===== src/hw/hmt_cfg.svh =====
// register offsets, field positions and reset values of the monitor bank
`ifndef HMT_CFG_SVH
`define HMT_CFG_SVH

// ==========================================
// index space
`define HMT_IDX_BANK 8'h4E
`define HMT_IDX_TONE2 8'h57
`define HMT_IDX_CHIPID 8'h58
`define HMT_IDX_DIODE 8'h59
`define HMT_IDX_BATCTL 8'h5D
`define HMT_IDX_T_HI 8'h50
`define HMT_IDX_T_LO 8'h51
`define HMT_IDX_CFG 8'h52
`define HMT_IDX_HY_HI 8'h53
`define HMT_IDX_HY_LO 8'h54
`define HMT_IDX_OV_HI 8'h55
`define HMT_IDX_OV_LO 8'h56
`define HMT_IDX_WIN_LO 8'h50
`define HMT_IDX_WIN_HI 8'h5F

// ==========================================
// banks
`define HMT_BANK_MAIN 3'h0
`define HMT_BANK_CPU 3'h1
`define HMT_BANK_AUX 3'h2

// ==========================================
// reset values
`define HMT_RST_BANK 8'h80
`define HMT_RST_TONE2 8'h80
`define HMT_RST_DIODE 8'h70
`define HMT_RST_BATCTL 8'h00
`define HMT_RST_HY_HI 8'h4B
`define HMT_RST_OV_HI 8'h50
`define HMT_RST_LO 1'h0

// ==========================================
// field masks and positions
`define HMT_MASK_BANK 8'h87
`define HMT_MASK_TONE2 8'hB9
`define HMT_MASK_DIODE 8'h70
`define HMT_MASK_BATCTL 8'hEF
`define HMT_TONE_GATE 7
`define HMT_FLT_HI 4
`define HMT_FLT_LO 3
`define HMT_CFG_MODE 1
`define HMT_CFG_STOP 0
`define HMT_CNT_MAX 3'h4

`endif


===== src/hw/hmt_pkg.sv =====
// types shared by the monitor bank and its bench
package hmt_pkg;

	// ==========================================
	// carriers
	typedef struct packed {
		logic [7:0] addr;
		logic [7:0] wdata;
		logic wr;
		logic rd;
	} hmt_bus_s;

	typedef struct packed {
		logic aux_temp;
		logic case_open;
		logic aux_fan;
		logic analog_input_one;
	} hmt_alarm_s;

	typedef struct packed {
		logic valid;
		logic [8:0] value;
	} hmt_sample_s;

	// ==========================================
	// state
	typedef struct packed {
		logic [8:0] temp;
		logic [8:0] hyst;
		logic [8:0] ovt;
		logic [1:0] fault_code;
		logic int_mode;
		logic stop;
		logic [2:0] cnt;
		logic alert;
		logic armed;
	} hmt_ch_s;

	typedef struct packed {
		logic [7:0] bank_sel;
		logic [7:0] tone2;
		logic [7:0] diode;
		logic [7:0] batctl;
		logic [7:0] vbat;
		logic [7:0] rdata;
		logic [2:0] model;
		logic tone;
		logic ovt_any;
		hmt_ch_s [1:0] ch;
	} hmt_state_s;

endpackage


===== src/hw/hmt_regs.sv =====
// temperature, alarm-tone and sensor selection registers of the monitor
//
// Behaviour
// tone gate bit 7 resets to 1; when 0 no source sounds the tone
// aux temp, case open, aux fan, input one sound only when enabled
// chip identity reads a fixed byte; writes ignored
// bits 6..4 pick diode model per channel, only under diode sensing
// bits 3..1 pick diode or thermistor per channel, reset 0
// battery monitored only while enabled; reading updated after a cycle
// bits 7..5 are fan divisor msb; code n divides by 2 to n
// 9-bit read-only reading: high byte bits 8..1, low bit 7 is bit 0
// processor set in bank 1, auxiliary set in bank 2, at 50h..56h
// fault count field sets consecutive detections needed before alert
// config bit 1: 0 comparator mode, 1 interrupt mode
// config bit 0 set stops monitoring that channel
// writable 9-bit hysteresis limit, reset 4Bh and 0
// writable 9-bit over-temperature limit, reset 50h and 0
// reserved config bits are read-only and read zero
// bank select bits 2..0 route indices 50h..5Fh
// comparator alert sets above limit, clears below hysteresis; n+1 counts
`timescale 1ns/1ps
`include "hmt_cfg.svh"

module hmt_regs #(
	// arbitrary neutral value
	parameter logic [7:0] CHIP_IDENTITY = 8'h3C
) (
	input wire logic clk_in,
	input wire logic rstn_in,
	input wire hmt_pkg::hmt_bus_s bus_in,
	input wire hmt_pkg::hmt_alarm_s alarm_src_in,
	input wire hmt_pkg::hmt_sample_s [1:0] temp_sample_in,
	input wire logic [7:0] vbat_sample_in,
	input wire logic vbat_cycle_done_in,
	output logic [7:0] rdata_out,
	output logic alarm_tone_output_out,
	output logic overtemp_alert_out,
	output logic [1:0] chan_alert_out,
	output logic [1:0] chan_stop_out,
	output logic [2:0] sensor_diode_out,
	output logic [2:0] diode_model_out,
	output logic [2:0] fan_div_msb_out,
	output logic vbat_enable_out,
	output logic [7:0] vbat_reading_out
);

	// ==========================================
	// state
	hmt_pkg::hmt_state_s st_q;
	hmt_pkg::hmt_state_s st_d;

	logic [2:0] bank;
	logic win;
	logic hit;
	logic [2:0] bank_id;
	logic [2:0] cnt_new;
	logic over;
	logic below;
	logic trip;
	logic [7:0] a;

	always_comb begin
		st_d = st_q;
		bank = st_q.bank_sel[2:0];
		a = bus_in.addr;
		win = (a >= `HMT_IDX_WIN_LO) && (a <= `HMT_IDX_WIN_HI);
		hit = 1'b0;
		bank_id = `HMT_BANK_MAIN;
		cnt_new = 3'h0;
		over = 1'b0;
		below = 1'b0;
		trip = 1'b0;
		// unmapped indices and other banks read zero
		st_d.rdata = 8'h00;

		// ==========================================
		// global and bank 0 registers
		if (bus_in.rd) begin
			if (a == `HMT_IDX_BANK) begin
				st_d.rdata = st_q.bank_sel;
			end else if (win && bank == `HMT_BANK_MAIN) begin
				if (a == `HMT_IDX_TONE2) begin
					st_d.rdata = st_q.tone2;
				end else if (a == `HMT_IDX_CHIPID) begin
					st_d.rdata = CHIP_IDENTITY;
				end else if (a == `HMT_IDX_DIODE) begin
					st_d.rdata = st_q.diode;
				end else if (a == `HMT_IDX_BATCTL) begin
					st_d.rdata = st_q.batctl;
				end
			end
		end
		if (bus_in.wr) begin
			if (a == `HMT_IDX_BANK) begin
				st_d.bank_sel = bus_in.wdata & `HMT_MASK_BANK;
			end else if (win && bank == `HMT_BANK_MAIN) begin
				if (a == `HMT_IDX_TONE2) begin
					st_d.tone2 = bus_in.wdata & `HMT_MASK_TONE2;
				end else if (a == `HMT_IDX_DIODE) begin
					st_d.diode = bus_in.wdata & `HMT_MASK_DIODE;
				end else if (a == `HMT_IDX_BATCTL) begin
					st_d.batctl = bus_in.wdata & `HMT_MASK_BATCTL;
				end
			end
		end

		// ==========================================
		// battery reading; the enabling write itself does not count, so the
		// first update comes on a completed cycle seen with the bit already set
		if (vbat_cycle_done_in && st_q.batctl[0]) begin
			st_d.vbat = vbat_sample_in;
		end

		// ==========================================
		// remote channels, identical layout per bank
		for (int i = 0; i < 2; i++) begin
			bank_id = (i == 0) ? `HMT_BANK_CPU : `HMT_BANK_AUX;
			hit = win && (bank == bank_id);
			if (bus_in.rd && hit) begin
				if (a == `HMT_IDX_T_HI) begin
					st_d.rdata = st_q.ch[i].temp[8:1];
				end else if (a == `HMT_IDX_T_LO) begin
					st_d.rdata = {st_q.ch[i].temp[0], 7'h00};
				end else if (a == `HMT_IDX_CFG) begin
					st_d.rdata = {3'h0, st_q.ch[i].fault_code, 1'b0,
						st_q.ch[i].int_mode, st_q.ch[i].stop};
					// interrupt mode: reading the config acknowledges
					if (st_q.ch[i].int_mode) begin
						st_d.ch[i].alert = 1'b0;
					end
				end else if (a == `HMT_IDX_HY_HI) begin
					st_d.rdata = st_q.ch[i].hyst[8:1];
				end else if (a == `HMT_IDX_HY_LO) begin
					st_d.rdata = {st_q.ch[i].hyst[0], 7'h00};
				end else if (a == `HMT_IDX_OV_HI) begin
					st_d.rdata = st_q.ch[i].ovt[8:1];
				end else if (a == `HMT_IDX_OV_LO) begin
					st_d.rdata = {st_q.ch[i].ovt[0], 7'h00};
				end
			end
			if (bus_in.wr && hit) begin
				if (a == `HMT_IDX_CFG) begin
					st_d.ch[i].fault_code = bus_in.wdata[`HMT_FLT_HI:`HMT_FLT_LO];
					st_d.ch[i].int_mode = bus_in.wdata[`HMT_CFG_MODE];
					st_d.ch[i].stop = bus_in.wdata[`HMT_CFG_STOP];
				end else if (a == `HMT_IDX_HY_HI) begin
					st_d.ch[i].hyst[8:1] = bus_in.wdata;
				end else if (a == `HMT_IDX_HY_LO) begin
					st_d.ch[i].hyst[0] = bus_in.wdata[7];
				end else if (a == `HMT_IDX_OV_HI) begin
					st_d.ch[i].ovt[8:1] = bus_in.wdata;
				end else if (a == `HMT_IDX_OV_LO) begin
					st_d.ch[i].ovt[0] = bus_in.wdata[7];
				end
			end

			// samples are compared against the limits held before this cycle
			if (temp_sample_in[i].valid && !st_q.ch[i].stop) begin
				st_d.ch[i].temp = temp_sample_in[i].value;
				over = temp_sample_in[i].value > st_q.ch[i].ovt;
				below = temp_sample_in[i].value < st_q.ch[i].hyst;
				if (!over) begin
					cnt_new = 3'h0;
				end else if (st_q.ch[i].cnt == `HMT_CNT_MAX) begin
					cnt_new = `HMT_CNT_MAX;
				end else begin
					cnt_new = st_q.ch[i].cnt + 3'h1;
				end
				st_d.ch[i].cnt = cnt_new;
				trip = over && (cnt_new > {1'b0, st_q.ch[i].fault_code});
				if (!st_q.ch[i].int_mode) begin
					if (trip) begin
						st_d.ch[i].alert = 1'b1;
					end else if (below) begin
						st_d.ch[i].alert = 1'b0;
					end
					st_d.ch[i].armed = 1'b1;
				end else begin
					// set after the read clear, so a coincident trip survives
					if (trip && st_q.ch[i].armed) begin
						st_d.ch[i].alert = 1'b1;
						st_d.ch[i].armed = 1'b0;
					end else if (below) begin
						st_d.ch[i].armed = 1'b1;
					end
				end
			end
		end

		// ==========================================
		// outputs registered from next state
		st_d.ovt_any = st_d.ch[0].alert | st_d.ch[1].alert;
		// model bit means nothing for a thermistor channel, so it is masked
		st_d.model = st_d.diode[6:4] & st_d.batctl[3:1];
		st_d.tone = st_d.tone2[`HMT_TONE_GATE] & (
			(st_d.tone2[5] & alarm_src_in.aux_temp) |
			(st_d.tone2[4] & alarm_src_in.case_open) |
			(st_d.tone2[3] & alarm_src_in.aux_fan) |
			(st_d.tone2[0] & alarm_src_in.analog_input_one));
	end

	always_ff @(posedge clk_in or negedge rstn_in) begin
		if (!rstn_in) begin
			st_q <= '0;
			st_q.bank_sel <= `HMT_RST_BANK;
			st_q.tone2 <= `HMT_RST_TONE2;
			st_q.diode <= `HMT_RST_DIODE;
			st_q.batctl <= `HMT_RST_BATCTL;
			for (int i = 0; i < 2; i++) begin
				st_q.ch[i].hyst <= {`HMT_RST_HY_HI, `HMT_RST_LO};
				st_q.ch[i].ovt <= {`HMT_RST_OV_HI, `HMT_RST_LO};
				st_q.ch[i].armed <= 1'b1;
			end
		end else begin
			st_q <= st_d;
		end
	end

	// ==========================================
	// ports
	assign rdata_out = st_q.rdata;
	assign alarm_tone_output_out = st_q.tone;
	assign overtemp_alert_out = st_q.ovt_any;
	assign chan_alert_out = {st_q.ch[1].alert, st_q.ch[0].alert};
	assign chan_stop_out = {st_q.ch[1].stop, st_q.ch[0].stop};
	assign sensor_diode_out = st_q.batctl[3:1];
	assign diode_model_out = st_q.model;
	assign fan_div_msb_out = st_q.batctl[7:5];
	assign vbat_enable_out = st_q.batctl[0];
	assign vbat_reading_out = st_q.vbat;

endmodule // hmt_regs


===== config.mk =====
export PLATFORM = sky130hd
export DESIGN_NAME = hmt_regs
export DESIGN_NICKNAME = d
export VERILOG_FILES = /design/src/hw/hmt_pkg.sv /design/src/hw/hmt_regs.sv
export VERILOG_INCLUDE_DIRS = /design/src /design/src/hw
export SDC_FILE = /design/constraint.sdc
export NUM_CORES = 1
export LEC_CHECK = 0
export ABC_AREA = 1
export BUFFER_PORTS_ARGS = -buffer_cell sky130_fd_sc_hd__buf_2
export CORE_MARGIN = 2
export CORE_UTILIZATION = 25
export CTS_CLUSTER_SIZE = 28
export DETAILED_ROUTE_END_ITERATION = 10
export PLACE_DENSITY = 0.47
export SLEW_MARGIN = 20
export SYNTH_ARGS = -nofsm -noshare
export SYNTH_HDL_FRONTEND = slang
export SYNTH_SLANG_ARGS = --single-unit

===== constraint.sdc =====
create_clock -name clk_in -period 2.7 [get_ports clk_in]
set_clock_uncertainty 0.2 [all_clocks]
set_input_delay 0.135 -clock clk_in [delete_from_list [all_inputs] [get_ports clk_in]]
set_output_delay 0.135 -clock clk_in [all_outputs]
set_load 0.01 [all_outputs]

==> flow_metrics.tcl, run 1 <==
set metrics [dict create \
    fin_ws_ns -0.109 \
    h-tree-depth 3 \
    drt-total-wl_microns 21300 \
    fillers 2779 \
    critPathKind "reg -> reg" \
    die_y_microns 167 \
    final_nets 1085 \
    ff_latch_area_sq_um 2830 \
    rsz0062_at_grt "true" \
    rr_worst_depth 22 \
    vias 5931 \
    place.gp.congestion 0.887 \
    power_density_nw_per_um2 496 \
    synthArstFlopShare 1.00 \
    synth.cell_area_sq_um 6640 \
    ys_ff_latch 112 \
    cap_viol_max_count 0 \
    numCtsBuffers 9 \
    ys_seq_area_frac 0.426 \
    r2r_end "overtemp_alert_out" \
    p_leak_nw 4.07 \
    grt_start_max_net_pins 52 \
    synth_nets 942 \
    irDropWorstVdd_v 0.000387 \
    start_util 0.255 \
    drv_slew 0 \
    dr.pass1.iters 6 \
    hold_depth 3 \
    max_freq_ghz 0.356 \
    endpoint_kind "flop" \
    hold_class "in -> reg" \
    setup_viol 3 \
    cts_tree "yes" \
    worstReg2RegStart "st_q[47]" \
    num_rows 59 \
    yosysUniqueCellTypes 43 \
    fp.coreArea_sq_um 26100 \
    drt-initial-drc-count 319 \
    ys.flop_type "dfrtp_1" \
    cp_max_fo 3 \
    synth_edf_count 0 \
    antenna_left 0 \
    route.detailed.drc 0 \
    drive_gt1_frac 0.257 \
    hold_path_end "fan_div_msb_out[0]" \
    dieArea_sq_um 27900 \
    clk_path_buf_depth 2 \
    clk_pin_slew_ns 0.09 \
    hold_viol 0 \
    slew_headroom 0.614 \
    cp.required_ns 2.76 \
    startpoint_type "flop" \
    grt_pass1_wl_microns 33500 \
    worst_pin_slew_ns 0.580 \
    status "finished, violations left" \
    vias_per_cell 4.46 \
    grt_usage 0.155 \
    violations "setup timing" \
    port_buffers 84 \
    syn_to_final_growth_pct 28.6 \
    hp-start "bus_in[7]" \
    min_period_over_period 1.04 \
    multiInputGateArea_sq_um 3350 \
    antenna_found_initial 0 \
    synth.avg_cell_area_sq_um 7.83 \
    clockRootBuffer "clkbuf_16" \
    grt_pass1_vias 5806 \
    io-pin-count 85 \
    antenna_cells 0 \
    period_needed_ns 2.81 \
    overflow 0 \
    synth_cells 847 \
    r2r_slack_ns -0.11 \
    hold_ws_ns 0.0203 \
    clk_latency_ns 0.36 \
    wl_per_cell_microns 16.0 \
    clock-sinks 112 \
    yosysWarnings 0 \
    die_w_microns 167 \
    dp_hpwl_microns 16100 \
    dpl_worst_slack_ns -0.195 \
    crit_arrival_ns 2.87 \
]
## logic make-up after synthesis
family,Yosys count,share of synthesized area
AO/OA/AOI/OAI,169,0.141
AND/OR/NAND/NOR,362,0.235
flip-flops,112,0.426
multiplexers,8,0.0136
buffers and inverters,154,0.106
adder cells (fa/ha/maj),42,0.0792
## per-stage QoR
stage / power [mW] / instances / TNS [ns] / area [sq um] / util
after floorplan: 2.26 / 847 / 0 / 6640 / -
after global placement: 2.51 / 1266 / -0.479 / 7530 / 0.289
after detailed placement: 2.52 / 1266 / -0.625 / 7530 / 0.289
after CTS: 4.08 / 1322 / -0.184 / 8260 / 0.317
after global routing: 4.48 / 1330 / -1.28 / 8530 / 0.327
final: 4.23 / 1330 / -0.299 / 8530 / 0.327
## worst max-delay path: stages, from the launching register on
cell	delay [ns]
dfrtp_1	0.36
inv_2	0.06
ha_4	0.26
nand2_2	0.05
o21a_1	0.18
o21ai_1	0.13
nand2_1	0.06
nand2_1	0.06
a21oi_2	0.05
o21bai_1	0.16
nand2_2	0.12
inv_2	0.10
nand3_4	0.08
ha_4	0.27
nand2_2	0.04
o21ai_1	0.06
nand2_1	0.09
nand3_2	0.09
nand2_1	0.05
nand2_1	0.06
nand2_1	0.04
nand2_1	0.08
nand2_1	0.05
## how the worst max path moves through the flow
stage / startpoint / endpoint / slack [ns] / depth (start not counted)
floorplan: st_q[47] / overtemp_alert_out / 0.06 / 22
global placement: st_q[47] / overtemp_alert_out / -0.17 / 22
detailed placement: st_q[47] / overtemp_alert_out / -0.20 / 22
CTS: st_q[47] / overtemp_alert_out / -0.1 / 22
global route: st_q[47] / overtemp_alert_out / -0.36 / 22
finish: st_q[47] / overtemp_alert_out / -0.11 / 22
## final cells by class
type / instances / area share
Multi-Input combinational cell: 581 / 0.393
Tap cell: 335 / 0.0491
Timing Repair Buffer: 174 / 0.141
Clock buffer: 9 / 0.0264
Clock inverter: 7 / 0.0103
Inverter: 112 / 0.0493
Sequential cell: 112 / 0.331
## report_power, final
group	switching [mW]	total [mW]	internal [mW]
clock network	0.701	1.45	0.745
registers	0.0643	1.84	1.78
logic	0.509	0.942	0.433
## cell usage after synthesis, types with 9 or more instances
cell type	instances	area, sq um
nand2_1	257	965
inv_1	108	405
dfrtp_1	93	2330
o21ai_0	83	415
a21oi_1	47	235
ha_1	42	526
nor2_1	33	124
buf_4	31	233
nand3_1	24	120
dfstp_2	19	499
nor3_1	11	55.1
clkbuf_1	9	33.8
## routing by layer
layer,up-vias,track usage,wire length [microns]
li1,3018,-,-
met1,2787,0.215,10200
met2,115,0.256,10300
met3,11,0.0283,759
met4,0,0.0251,155
met5,-,0,0
## timing repair
action / CTS / global route
setup endpoints to repair: 5 / 6
pin swaps: 9 / 21
endpoints found under the hold margin: 68 / 0
resized for setup: 18 / 43
setup buffers: 10 / 8
hold buffers: 30 / 0
## registers in the layout, summed over array words and instances, names as in the netlist
| name | count |
|---|---|
| chan_stop_out | 2 |
| diode_model_out | 3 |
| fan_div_msb_out | 3 |
| alarm_tone_output_out | 1 |
| vbat_reading_out | 8 |
| rdata_out | 8 |
| st_q | 77 |
| vbat_enable_out | 1 |
| chan_alert_out | 2 |
| bank | 3 |
| sensor_diode_out | 3 |
| overtemp_alert_out | 1 |
## cell usage in the layout (no fill, tap or decap), drive strengths merged, types with 5 or more instances in the layout
cell type    synthesis  final
mux2                 8      8
clkbuf               9      9
nor3                13     13
o2111ai              5      5
dfstp               19     19
buf                 33    144
nand4                8      8
o211ai               5      5
dlygate4sd3          0     30
inv                111    115
dfrtp               93     93
o31ai                5      5
ha                  42     42
o21ai               86     86
nand2              261    261
a21oi               47     47
nand3               28     28
a31oi                8      8
nor2                44     44
Note: power is estimated with default switching activity, not from simulation.
==> run 2, diff against run 1 <==
==> constraint.sdc (replaced) <==
create_clock -name clk_in -period 2.7 [get_ports clk_in]
set_clock_uncertainty 0.2 [all_clocks]
set_input_delay 0.27 -clock clk_in [delete_from_list [all_inputs] [get_ports clk_in]]
set_output_delay 0.27 -clock clk_in [all_outputs]
set_load 0.01 [all_outputs]
==> run 2 against run 1 <==
The run still ends with setup timing left. Die area did not move. Sequential power barely moved. Core utilization fell by 0.067 points. Clock power barely moved. Setup slack got worse by 0.018 ns. Largest power group unchanged.
==> flow_metrics.tcl, run 2 (synthesized netlist as in run 1, its figures left out) <==
set metrics [dict create \
    critPathKind "reg -> reg" \
    startpoint_type "flop" \
    vias_per_cell 4.53 \
    num_rows 59 \
    worstReg2RegStart "st_q[47]" \
    violations "setup timing" \
    fin_ws_ns -0.127 \
    crit_arrival_ns 2.88 \
    slew_headroom 0.613 \
    dieArea_sq_um 27900 \
    cap_viol_max_count 0 \
    setup_viol 5 \
    hold_path_end "st_q[29]" \
    cp_slowest_cell "dfrtp_1" \
    period_needed_ns 2.83 \
    clk_latency_ns 0.37 \
    power_mw 4.10 \
    numCtsBuffers 9 \
    dr.pass1.iters 5 \
    post-route-cell-area_sq_um 8510 \
    utilization 0.327 \
    clk_path_buf_depth 2 \
    rr_worst_depth 22 \
    final_cell_mix "nand2_1, inv_1, dfrtp_1" \
    drt-initial-drc-count 395 \
    die_y_microns 167 \
    cp.required_ns 2.76 \
    grt_pass1_wl_microns 33600 \
    largest_reg_flops 77 \
    syn_to_final_growth_pct 28.3 \
    die_w_microns 167 \
    cp_max_fo 3 \
    crit_top_cell "nand2_1" \
    hold_depth 4 \
    critPathBufInv 2 \
    hold_ws_ns 0.0387 \
    hp-start "temp_sample_in[2]" \
    path_cells "inv_2 > ha_4 > nand2_2 > o21a_1 > o21ai_1 > nand2_1 > nand2_1 > a21oi_2 > o21bai_1 > nand2_2 > inv_2 > nand3_4 > ha_4 > nand2_1 > o21ai_1 > nand2_1 > nand3_2 > nand2_1 > nand2_1 > nand2_1 > nand2_2 > nand2_1" \
    antenna_left 0 \
    max_freq_ghz 0.354 \
    status "finished, violations left" \
    place_area_sq_um 7680 \
    drt-total-wl_microns 21500 \
    route.detailed.drc 0 \
    rsz0062_at_grt "true" \
    final_common_cell "nand2_1" \
    dp_hpwl_microns 16400 \
    power_density_nw_per_um2 482 \
    drive_gt1_frac 0.272 \
    clockRootBuffer "clkbuf_16" \
    min_period_over_period 1.05 \
    wl_per_cell_microns 16.1 \
    cpPeakStageDelay_ns 0.37 \
    p_leak_nw 4.11 \
    hold_class "in -> reg" \
    h-tree-depth 3 \
    worst_pin_slew_ns 0.579 \
    hold_viol 0 \
    place.gp.congestion 0.898 \
    port_buffers 84 \
    fp.coreArea_sq_um 26100 \
    irDropWorstVdd_v 0.000307 \
    fillers 2814 \
    start_util 0.255 \
    regMostFlops "st_q" \
    crit_family "simple AND/OR/NAND/NOR gates" \
    fin_setup_tns_ns -0.344 \
    io-pin-count 85 \
    r2r_end "overtemp_alert_out" \
    r2r_slack_ns -0.13 \
    clock-sinks 112 \
    overflow 0 \
    cts_tree "yes" \
    vias 6050 \
    final_nets 1091 \
    grt_start_max_net_pins 48 \
    drv_slew 0 \
    endpoint_kind "flop" \
    antenna_cells 0 \
    grt_usage 0.156 \
    clk_pin_slew_ns 0.08 \
    grt_pass1_vias 5933 \
    antenna_found_initial 0 \
]
==> run 2: cell types whose count changed in the layout (fill, tap and decap cells not counted), moves of 2 or more <==
| cell | change |
|---|---|
| buf_4 | +22 |
| dlygate4sd3_1 | -15 |
| nand2_1 | +3 |
| nand2_2 | -3 |
| o21ai_0 | +2 |
==> run 2: worst max-delay path by stage <==
stage	from	to	slack (ns)	cells after the start
global placement	temp_sample_in[12]	overtemp_alert_out	-0.17	22
floorplan	st_q[47]	overtemp_alert_out	0.06	22
CTS	st_q[47]	overtemp_alert_out	-0.14	22
finish	st_q[47]	overtemp_alert_out	-0.13	22
detailed placement	st_q[47]	overtemp_alert_out	-0.20	22
global route	st_q[46]	overtemp_alert_out	-0.37	22
==> run 2: final cells by class <==
class / instances / area (sq um) / share of cell area
inverter: 112 / 420 / 0.0494
clock buffer: 9 / 225 / 0.0265
timing repair buffer: 180 / 1210 / 0.142
tap: 335 / 419 / 0.0492
sequential: 112 / 2830 / 0.332
clock inverter: 7 / 85.1 / 0.00999
multi-input combinational: 581 / 3330 / 0.391
==> run 2: metrics by stage <==
stage	std cells	worst slack, ns
floorplan	847	0.0614
global placement	1285	-0.167
detailed placement	1285	-0.204
CTS	1332	-0.135
global route	1336	-0.373
finish	1336	-0.127
==> run 2: worst register-to-register path, stage by stage, from the launching register on <==
cell and delay, ns:
dfrtp_1 0.37, inv_2 0.06, ha_4 0.27, nand2_2 0.05, o21a_1 0.18, o21ai_1 0.13, nand2_1 0.06, nand2_1 0.07
a21oi_2 0.05, o21bai_1 0.16, nand2_2 0.12, inv_2 0.10, nand3_4 0.08, ha_4 0.26, nand2_1 0.04, o21ai_1 0.06
nand2_1 0.09, nand3_2 0.09, nand2_1 0.05, nand2_1 0.05, nand2_1 0.05, nand2_2 0.07, nand2_1 0.05
==> run 2: timing repair <==
item | CTS | global route
cloned | 0 | 0
pin swaps | 17 | 21
hold buffers | 15 | 0
setup endpoints to repair | 5 | 7
resized for setup | 18 | 35
setup buffers | 16 | 4
hold endpoints to repair | 40 | 0
==> run 2: routing by layer <==
metal | GRT usage | part of all wire | vias up | wire length, microns
met1 | 0.216 | 0.47 | 2852 | 10200
met3 | 0.0292 | 0.041 | 26 | 889
met2 | 0.250 | 0.47 | 137 | 10100
met4 | 0.0397 | 0.016 | 0 | 353
li1 | - | - | 3035 | -
met5 | 0 | 0 | - | 0
==> run 2: power by group <==
part           total, mW  leakage [nW]  switching [mW]  internal [mW]
combinational      0.816          2.52           0.476          0.340
sequential          1.84          1.44          0.0638           1.78
clock               1.45         0.146           0.704          0.742
